<file path="src/prr_pkg.sv">
// Purpose: shared constants and types of the psram refresh and chip-select block
// Assumes: 25 MHz processor clock, 20-bit physical address
// Notes:   the shared numbers used by the logic live here; RELOAD_W and MID_BLK_W are module parameters
package prr_pkg;
  localparam int CLK_PERIOD_NS   = 40;
  localparam int PSRAM_ACCESS_NS = 70;
  // least access time, rounded up to whole clocks
  localparam int PSRAM_ACCESS_CYC = (PSRAM_ACCESS_NS + CLK_PERIOD_NS - 1) / CLK_PERIOD_NS;
  localparam logic [1:0] PSRAM_WAIT_MIN = 2'(PSRAM_ACCESS_CYC - 1);
  localparam int REFRESH_MIN_RELOAD = 18;
  localparam int RELOAD_W_MIN       = 5;
  localparam int RELOAD_W_MAX       = 16;
  localparam int ADDR_W             = 20;
  localparam logic [ADDR_W-1:0] ADDR_ZERO = 20'h00000;
  localparam logic [1:0] WAIT_ONE   = 2'h1;
  localparam logic [1:0] WAIT_NONE  = 2'h0;
  // hit vector layout
  localparam int HIT_LOW = 0;
  localparam int HIT_MID = 1;
  localparam int MID_NUM = 4;
  localparam int HIT_UP  = 5;
  localparam int HIT_W   = 6;
  typedef enum logic [3:0] {
    ST_IDLE = 4'h0,
    ST_T1   = 4'h1,
    ST_T2   = 4'h2,
    ST_T3   = 4'h3,
    ST_TW   = 4'h4,
    ST_T4   = 4'h5,
    ST_PRE  = 4'h6,
    ST_RF1  = 4'h7,
    ST_RF2  = 4'h8,
    ST_RF3  = 4'h9,
    ST_RF4  = 4'hA
  } prr_state_t;
endpackage

</file>
<file path="src/prr_rf_if.sv">
// Purpose: link between the bus sequencer and the refresh interval timer
// Assumes: one clock domain
// Notes:   tick is a one-cycle pulse
interface prr_rf_if #(parameter int W = 9);
  logic         en;
  logic [W-1:0] reload;
  logic         tick;
  modport timer (input en, input reload, output tick);
  modport ctl   (output en, output reload, input tick);
endinterface

</file>
<file path="src/prr_refresh_timer.sv">
// Purpose: refresh interval down-counter
// Assumes: reload held stable while enabled
// Notes:   a reload below two still ticks every clock
module prr_refresh_timer #(
  parameter int RELOAD_W = 9
) (
  // clock and reset
  input logic     mclk,
  input logic     arst_n,
  // sequencer link
  prr_rf_if.timer rf
);
  localparam logic [RELOAD_W-1:0] CNT_ONE = RELOAD_W'(1);

  logic [RELOAD_W-1:0] cnt_r;
  logic                tick_r;

  assign rf.tick = tick_r;

  always_ff @(posedge mclk or negedge arst_n) begin
    if (!arst_n) begin
      cnt_r  <= '0;
      tick_r <= 1'b0;
    end else if (!rf.en) begin
      cnt_r  <= rf.reload;
      tick_r <= 1'b0;
    end else if (cnt_r <= CNT_ONE) begin
      cnt_r  <= rf.reload;
      tick_r <= 1'b1;
    end else begin
      cnt_r  <= cnt_r - CNT_ONE;
      tick_r <= 1'b0;
    end
  end

  a_tick_spacing: assert property (@(posedge mclk) disable iff (!arst_n)
    rf.tick && rf.en && (rf.reload >= RELOAD_W'(prr_pkg::REFRESH_MIN_RELOAD))
      |=> !rf.tick [*8])
    else $error("refresh ticks closer than the reload interval");
endmodule

</file>
<file path="src/prr_ctrl.sv">
// Purpose: psram chip-select timing and auto-refresh sequencer
// Assumes: core raises req only while req_ready is high; config ports are stable when idle
// Notes:   mode bit is sampled only between cycles so a cycle never changes shape midway

module prr_ctrl #(
  parameter int RELOAD_W = 9,
  parameter int MID_BLK_W = 13
) (
  // clock and reset
  input  logic                      mclk,
  input  logic                      arst_n,
  // core bus request
  input  logic                      req,
  input  logic [prr_pkg::ADDR_W-1:0] req_addr,
  output logic                      req_ready,
  output logic                      cyc_done,
  // configuration
  input  logic                      psram_mode_on,
  input  logic                      ignore_ext_ready,
  input  logic [1:0]                wait_state_count,
  input  logic [prr_pkg::ADDR_W-1:0] low_end_addr,
  input  logic [prr_pkg::ADDR_W-1:0] mid_base_addr,
  input  logic [prr_pkg::ADDR_W-1:0] upper_start_addr,
  input  logic [RELOAD_W-1:0]       refresh_reload,
  input  logic [prr_pkg::ADDR_W-1:0] refresh_addr_cnt,
  // pins
  input  logic                      ext_ready,
  output logic                      low_region_chip_sel_n,
  output logic [2:0]                mid_region_chip_sels_n,
  output logic                      mid3_refresh_pin_n,
  output logic                      upper_region_chip_sel_n,
  output logic [prr_pkg::ADDR_W-1:0] a_bus,
  output logic                      a_bus_oe,
  // status
  output logic                      refresh_active
);
  if (RELOAD_W < prr_pkg::RELOAD_W_MIN || RELOAD_W > prr_pkg::RELOAD_W_MAX) begin : g_chk
    $error("RELOAD_W out of range");
  end
  if (MID_BLK_W < 1 || MID_BLK_W > prr_pkg::ADDR_W - 3) begin : g_chk_mid
    $error("MID_BLK_W out of range");
  end

  function automatic logic [prr_pkg::HIT_W-1:0] region_hit(
    input logic [prr_pkg::ADDR_W-1:0] a,
    input logic [prr_pkg::ADDR_W-1:0] low_end,
    input logic [prr_pkg::ADDR_W-1:0] mid_base,
    input logic [prr_pkg::ADDR_W-1:0] up_start);
    logic [prr_pkg::HIT_W-1:0] h;
    h = '0;
    if (a >= up_start) begin
      h[prr_pkg::HIT_UP] = 1'b1;
    end else if (a[prr_pkg::ADDR_W-1:MID_BLK_W+2] == mid_base[prr_pkg::ADDR_W-1:MID_BLK_W+2]) begin
      h[prr_pkg::HIT_MID + int'(a[MID_BLK_W+1:MID_BLK_W])] = 1'b1;
    end else if (a <= low_end) begin
      h[prr_pkg::HIT_LOW] = 1'b1;
    end
    return h;
  endfunction

  prr_rf_if #(.W(RELOAD_W)) rf ();

  prr_refresh_timer #(.RELOAD_W(RELOAD_W)) u_timer (
    .mclk   (mclk),
    .arst_n (arst_n),
    .rf     (rf.timer)
  );

  prr_pkg::prr_state_t       st_r, st_nxt;
  logic                      mode_r, mode_nxt;
  logic                      pend_r, pend_nxt;
  logic [1:0]                wcnt_r;
  logic [prr_pkg::HIT_W-1:0] hit_r, hit_nxt, rhit;
  logic [prr_pkg::ADDR_W-1:0] addr_r, addr_nxt;
  logic                      rdy_meta_r, rdy_s_r;
  logic                      take, start_rf, rdy_ok;
  logic [1:0]                eff_wait;
  logic                      cs_act, ps_act, rf_act, strobe, oe_nxt;
  logic [prr_pkg::MID_NUM-1:0] mid_nxt;
  logic                      first_r;

  assign rf.en     = mode_r;
  assign rf.reload = refresh_reload;

  // ready is a pin: two flops before use
  always_ff @(posedge mclk or negedge arst_n) begin
    if (!arst_n) begin
      rdy_meta_r <= 1'b0;
      rdy_s_r    <= 1'b0;
    end else begin
      rdy_meta_r <= ext_ready;
      rdy_s_r    <= rdy_meta_r;
    end
  end

  assign rdy_ok   = ignore_ext_ready || rdy_s_r;
  assign take     = (st_r == prr_pkg::ST_IDLE) && req && req_ready;
  assign start_rf = (st_r == prr_pkg::ST_IDLE) && !take && mode_r && (pend_r || rf.tick);
  // psram parts never get fewer than the minimum waits
  assign eff_wait = (mode_r && wait_state_count < prr_pkg::PSRAM_WAIT_MIN) ?
                    prr_pkg::PSRAM_WAIT_MIN : wait_state_count;

  always_comb begin
    st_nxt = st_r;
    case (st_r)
      prr_pkg::ST_IDLE: begin
        if (take) begin
          st_nxt = prr_pkg::ST_T1;
        end else if (start_rf) begin
          st_nxt = prr_pkg::ST_RF1;
        end
      end
      prr_pkg::ST_T1: st_nxt = prr_pkg::ST_T2;
      prr_pkg::ST_T2: st_nxt = prr_pkg::ST_T3;
      prr_pkg::ST_T3: begin
        st_nxt = (wcnt_r != prr_pkg::WAIT_NONE || !rdy_ok) ? prr_pkg::ST_TW : prr_pkg::ST_T4;
      end
      prr_pkg::ST_TW: begin
        if (wcnt_r <= prr_pkg::WAIT_ONE && rdy_ok) begin
          st_nxt = prr_pkg::ST_T4;
        end
      end
      prr_pkg::ST_T4: begin
        // precharge slot only after a low region psram access
        st_nxt = (mode_r && hit_r[prr_pkg::HIT_LOW]) ? prr_pkg::ST_PRE : prr_pkg::ST_IDLE;
      end
      prr_pkg::ST_PRE: st_nxt = prr_pkg::ST_IDLE;
      prr_pkg::ST_RF1: st_nxt = prr_pkg::ST_RF2;
      prr_pkg::ST_RF2: st_nxt = prr_pkg::ST_RF3;
      prr_pkg::ST_RF3: st_nxt = prr_pkg::ST_RF4;
      default:         st_nxt = prr_pkg::ST_IDLE;
    endcase
  end

  always_comb begin
    mode_nxt = (st_r == prr_pkg::ST_IDLE) ? psram_mode_on : mode_r;
    // a tick in the clearing cycle survives unless it is the one being served
    pend_nxt = mode_r && ((rf.tick && !(start_rf && !pend_r)) || (pend_r && !start_rf));
    hit_nxt  = take ? region_hit(req_addr, low_end_addr, mid_base_addr, upper_start_addr) : hit_r;
    addr_nxt = take ? req_addr : addr_r;
    rhit     = region_hit(refresh_addr_cnt, low_end_addr, mid_base_addr, upper_start_addr);
    cs_act   = st_nxt inside {prr_pkg::ST_T1, prr_pkg::ST_T2, prr_pkg::ST_T3, prr_pkg::ST_TW};
    ps_act   = st_nxt inside {prr_pkg::ST_T2, prr_pkg::ST_T3, prr_pkg::ST_TW};
    rf_act   = st_nxt inside {prr_pkg::ST_RF1, prr_pkg::ST_RF2, prr_pkg::ST_RF3};
    strobe   = st_nxt inside {prr_pkg::ST_RF2, prr_pkg::ST_RF3};
    oe_nxt   = cs_act || (st_nxt == prr_pkg::ST_T4);
    for (int i = 0; i < prr_pkg::MID_NUM; i++) begin
      mid_nxt[i] = !((cs_act && hit_nxt[prr_pkg::HIT_MID+i]) ||
                     (rf_act && rhit[prr_pkg::HIT_MID+i]));
    end
  end

  always_ff @(posedge mclk or negedge arst_n) begin
    if (!arst_n) begin
      st_r   <= prr_pkg::ST_IDLE;
      mode_r <= 1'b0;
      pend_r <= 1'b0;
      hit_r  <= '0;
      addr_r <= prr_pkg::ADDR_ZERO;
      wcnt_r <= prr_pkg::WAIT_NONE;
    end else begin
      st_r   <= st_nxt;
      mode_r <= mode_nxt;
      pend_r <= pend_nxt;
      hit_r  <= hit_nxt;
      addr_r <= addr_nxt;
      if (st_r == prr_pkg::ST_T1) begin
        wcnt_r <= eff_wait;
      end else if (st_r == prr_pkg::ST_TW && wcnt_r != prr_pkg::WAIT_NONE) begin
        wcnt_r <= wcnt_r - prr_pkg::WAIT_ONE;
      end
    end
  end

  // pin and status flops
  always_ff @(posedge mclk or negedge arst_n) begin
    if (!arst_n) begin
      low_region_chip_sel_n   <= 1'b1;
      mid_region_chip_sels_n  <= '1;
      mid3_refresh_pin_n      <= 1'b1;
      upper_region_chip_sel_n <= 1'b1;
      a_bus                   <= prr_pkg::ADDR_ZERO;
      a_bus_oe                <= 1'b0;
      req_ready               <= 1'b0;
      cyc_done                <= 1'b0;
      refresh_active          <= 1'b0;
    end else begin
      // low select only from access decode, never from refresh
      low_region_chip_sel_n   <= !(hit_nxt[prr_pkg::HIT_LOW] &&
                                   (mode_nxt ? ps_act : cs_act));
      mid_region_chip_sels_n  <= mid_nxt[2:0];
      mid3_refresh_pin_n      <= mode_nxt ? !strobe : mid_nxt[3];
      // upper decode also sees the refresh address
      upper_region_chip_sel_n <= !((cs_act && hit_nxt[prr_pkg::HIT_UP]) ||
                                   (rf_act && rhit[prr_pkg::HIT_UP]));
      a_bus                   <= oe_nxt ? addr_nxt : prr_pkg::ADDR_ZERO;
      a_bus_oe                <= oe_nxt;
      req_ready               <= (st_nxt == prr_pkg::ST_IDLE) && !pend_nxt;
      cyc_done                <= (st_nxt == prr_pkg::ST_T4);
      refresh_active          <= rf_act || (st_nxt == prr_pkg::ST_RF4);
    end
  end

  always_ff @(posedge mclk or negedge arst_n) begin
    if (!arst_n) begin
      first_r <= 1'b1;
    end else begin
      first_r <= 1'b0;
    end
  end

  a_low_sel_region: assert property (@(posedge mclk) disable iff (!arst_n)
    !low_region_chip_sel_n |-> hit_r[prr_pkg::HIT_LOW] && !refresh_active)
    else $error("low select outside a low region access");
  a_precharge_gap: assert property (@(posedge mclk) disable iff (!arst_n)
    mode_r && $rose(low_region_chip_sel_n) |-> low_region_chip_sel_n [*2])
    else $error("psram precharge gap too short");
  a_one_wait: assert property (@(posedge mclk) disable iff (!arst_n)
    mode_r && $fell(low_region_chip_sel_n) |-> !low_region_chip_sel_n [*3])
    else $error("psram access shorter than one wait state");
  a_reset_off: assert property (@(posedge mclk) disable iff (!arst_n)
    first_r |-> !mode_r && mid3_refresh_pin_n)
    else $error("psram mode on right after reset");
  a_mode_idle: assert property (@(posedge mclk) disable iff (!arst_n)
    $changed(mode_r) |-> $past(st_r) == prr_pkg::ST_IDLE)
    else $error("psram mode changed inside a cycle");
  a_no_row_addr: assert property (@(posedge mclk) disable iff (!arst_n)
    refresh_active |-> !a_bus_oe && a_bus == prr_pkg::ADDR_ZERO)
    else $error("address driven during refresh");
  a_refresh_issue: assert property (@(posedge mclk) disable iff (!arst_n)
    rf.tick && mode_r && st_r == prr_pkg::ST_IDLE && !take |->
      ##2 !mid3_refresh_pin_n [*2] ##1 mid3_refresh_pin_n)
    else $error("refresh strobe not issued after tick");
  a_pin_no_cs: assert property (@(posedge mclk) disable iff (!arst_n)
    mode_r && !(st_r inside {prr_pkg::ST_RF2, prr_pkg::ST_RF3}) |-> mid3_refresh_pin_n)
    else $error("shared pin acted as a select in psram mode");
  a_refresh_idle: assert property (@(posedge mclk) disable iff (!arst_n)
    !mid3_refresh_pin_n && mode_r |-> low_region_chip_sel_n && refresh_active)
    else $error("low select active during refresh");
endmodule

</file>
<file path="config.mk">
export PLATFORM = sky130hd
export DESIGN_NAME = prr_ctrl
export DESIGN_NICKNAME = d
export VERILOG_FILES = /design/src/prr_pkg.sv /design/src/prr_rf_if.sv /design/src/prr_refresh_timer.sv /design/src/prr_ctrl.sv
export SDC_FILE = /design/constraint.sdc
export NUM_CORES = 1
export LEC_CHECK = 0
export CORE_ASPECT_RATIO = 1.5
export CORE_MARGIN = 1.5
export CORE_UTILIZATION = 64
export CTS_CLUSTER_DIAMETER = 150
export CTS_CLUSTER_SIZE = 10
export DETAILED_ROUTE_END_ITERATION = 8
export DONT_BUFFER_PORTS = 1
export GPL_ROUTABILITY_DRIVEN = 0
export PLACE_DENSITY_LB_ADDON = 0.08
export SYNTH_ARGS = -nofsm -noshare
export SYNTH_HDL_FRONTEND = slang
export SYNTH_HIERARCHICAL = 1
export SYNTH_SLANG_ARGS = --single-unit
</file>
<file path="constraint.sdc">
create_clock -name mclk -period 6 [get_ports mclk]
set_input_delay 0.3 -clock mclk [delete_from_list [all_inputs] [get_ports mclk]]
set_output_delay 0.3 -clock mclk [all_outputs]
set_load 0.03 [all_outputs]
</file>
==> results by group <==
Detailed routing
  • DR DRC count: 0
  • DR iter-0 viols: 255
  • Post-Route WL: 10.34 mm
  • DRT antenna net count: 0
  • Vias: 3,663
  • Drt pass-1 iters: 4
  • Vias per inst: 5.889
  • WL/cell: 16.62 um

Floorplanning
  • Chip Height: 109.8 um
  • # IOs: 147
  • Initial Utilization: 66.46%
  • CORE AREA: 7322 um^2
  • Die area: 8146 um^2
  • FP Rows: 38
  • Die X: 74.20 um

Run
  • Max Cap Viol: 0

Global routing
  • Antenna violations before repair: 0
  • GRT Util Overall: 27.39%
  • Vias in the first global route: 3,833
  • Largest net degree at the start of global routing: 77
  • Global route total overflow: 0
  • First-pass GRT wire length: 16.84 mm

Power and ir drop
  • Total power draw: 2.160 mW
  • Leak Pwr: 2.495 nW
  • Maximum VDD drop: 0.2915 mV
  • Power Dens Cells: 419.9 nW/um^2

Placed design
  • Hpwl dp: 8.348 mm
  • I/O Buffers: 0

Setup path
  • Max FO, Critical Path: 27
  • Worst EP arrival: 2.71 ns
  • CP bufs+invs: 0
  • Setup CP Type: register to register
  • Max stage delay on crit path: 0.52 ns
  • Crit path max-delay family: simple AND/OR/NAND/NOR gates
  • Critical-path cell list: or2_4, nor2_1, nand3_2, nand2_1, o21ai_1, a32o_1, mux2i_1
  • Register-to-register setup slack: 3.57 ns
  • Startpoint Class: register
  • CP Capture Type: register
  • Worst path required time: 6.28 ns
  • Slowest cell on crit path: dfrtp_1

Clocking
  • CTS tree: yes
  • Longest Clk Path Bufs: 2
  • Clk sinks: 76
  • # resized after CTS: 0
  • Clock latency on the worst-skew pair: 0.35 ns
  • H-tree depth: 3
  • Clock-pin transition on the worst setup and hold timing paths: 0.07 ns
  • Post-CTS setup buffers: 0
  • CTS buffer count: 9
  • Clock root buffer: clkbuf_8
  • Hold-fix buffers, CTS: 3

Timing
  • Slew Limit Fails: 0
  • Final Cycle Share: 40.47%
  • Final setup vio count: 0
  • Clock skew: 0.009520 ns
  • Setup_tns: 0 ns
  • Crit path time final: 2.428 ns
  • RSZ-0062 raised after global routing: false
  • Slew @ Worst Pin: 0.6579 ns
  • Final hold vios: 0
  • Highest Clock Rate: 411.8 MHz
  • Slew Limit Headroom: 55.99%

Cells and area
  • Final Util: 70.25%
  • Most frequent cells in the layout: nand2_1, dfrtp_1, ha_1, inv_1, nor2_1
  • # diodes: 0
  • Layout area overhead: 5.708%
  • Most common cell after layout, fill and taps aside: nand2_1
  • Fill count: 618
  • Layout cells sized above 1: 12.64%
  • Post-layout nets: 698

Synth
  • Cell Area, Synth: 4866 um^2
  • Post-Syn Nets: 691
  • Ranking of synthesized cells by area: dfrtp_1, ha_1, nand2_1
  • EDFF count, synth: 0
  • Yosys cell types: 68
  • Post-synth ARST share: 100.0%
  • Leading area contributor after synthesis: dfrtp_1
  • Seq/Total Area, Yosys: 39.24%
  • Yosys reg bits: 76
  • Synthesized netlist cell count: 510
  • Main synth FF type: dfrtp_1
  • Synth warn: 6
  • Top-area cell type share of the netlist area: 36.00%
  • Synthesized area per cell: 9.541 um^2

Status
  • Outcome: finished, final reports clean

Hold path
  • Path type of the worst min-delay path: input pin to register
==> synth_stat cells, types with 3 or more instances <==
cell type,instances
xor2_1,9
nand4_1,7
nor2_1,24
o22ai_1,3
a21oi_2,18
nor4_1,3
o211ai_1,3
nor3_1,8
a21o_1,3
or2_2,3
buf_6,5
nand2b_1,3
nand2_1,85
ha_1,64
or3_1,3
o21a_1,3
a32oi_1,4
a32o_1,3
and4_1,3
dfrtp_1,70
dfstp_2,6
a21oi_1,19
xnor2_1,7
nand3_1,11
a211oi_1,5
o21ai_2,6
a31oi_1,5
nor2b_1,7
o21ai_0,20
inv_1,54
==> worst reg2reg max path: cells and delay by family (launching register included) <==
family,cells,cell delay (ns)
DFF,1,0.52
muxes,1,0.13
and+or+nand+nor,4,1.34
AOI/OAI and AO/OA,2,0.37
==> registers in the layout, summed over array words and instances, names as in the netlist, 2 cells and up <==
| register | count |
|---|---|
| a_bus | 20 |
| addr_r | 20 |
| hit_r | 6 |
| mid_region_chip_sels_n | 3 |
| st_r | 4 |
| u_timer/cnt_r | 9 |
| wcnt_r | 2 |
==> metrics by stage <==
step,std cells,cell area [um^2],hold WS [ns],worst slack [ns]
floorplan,510,4866,0.004409,3.884
global placement,603,4933,0.005797,3.623
detailed placement,603,4933,0.005767,3.592
CTS,622,5144,0.01919,3.572
global route,622,5144,0.008251,3.442
finish,622,5144,0.03027,3.572
==> logic make-up after synthesis <==
| group | share of synthesized area (%) |
|---|---|
| flops | 39.24 |
| xor+xnor | 2.880 |
| simple gates | 17.05 |
| compound gates | 18.21 |
| mux | 0.4371 |
| fa+ha+maj | 16.46 |
| buf+inv | 5.734 |
==> metal layers <==
metal	GRT usage, %	vias to the layer above	share of wire (%)
met3	6.416	15	5.8
li1	-	1803	-
met4	10.98	0	2.1
met5	0	-	0
met2	48.15	105	53
met1	31.37	1740	40
==> worst paths after layout <==
| path | startpoint | endpoint | depth (start not counted) |
|---|---|---|---|
| min in group asynchronous | arst_n | a_bus[7]$_DFF_PN0_ | 2 |
| max | st_r[1]$_DFF_PN0_ | mid3_refresh_pin_n$_DFF_PN1_ | 7 |
| min | refresh_addr_cnt[14] | mid_region_chip_sels_n[2]$_DFF_PN1_ | 1 |
| min reg2reg | rdy_meta_r$_DFF_PN0_ | rdy_s_r$_DFF_PN0_ | 0 |
| max in group asynchronous | arst_n | mid3_refresh_pin_n$_DFF_PN1_ | 2 |
| max reg2reg | st_r[1]$_DFF_PN0_ | mid3_refresh_pin_n$_DFF_PN1_ | 7 |
==> final cells by class <==
class	instances	area (um^2)	share of cell area [%]
Timing Repair Buffer	5	62.56	1.216
Clock inverter	2	10.01	0.1946
Inverter	55	206.4	4.014
Sequential cell	76	1909	37.12
Clock buffer	14	152.6	2.968
Tap cell	100	125.1	2.432
Multi-Input combinational cell	370	2678	52.06
==> power breakdown <==
group          internal (mW)  leakage (nW)  switching, mW
registers              0.703         0.959          0.245
logic                  0.343          1.45          0.537
clock network          0.161        0.0844          0.171
total                   1.21          2.49          0.952
Power figures use the tool's default switching activity.
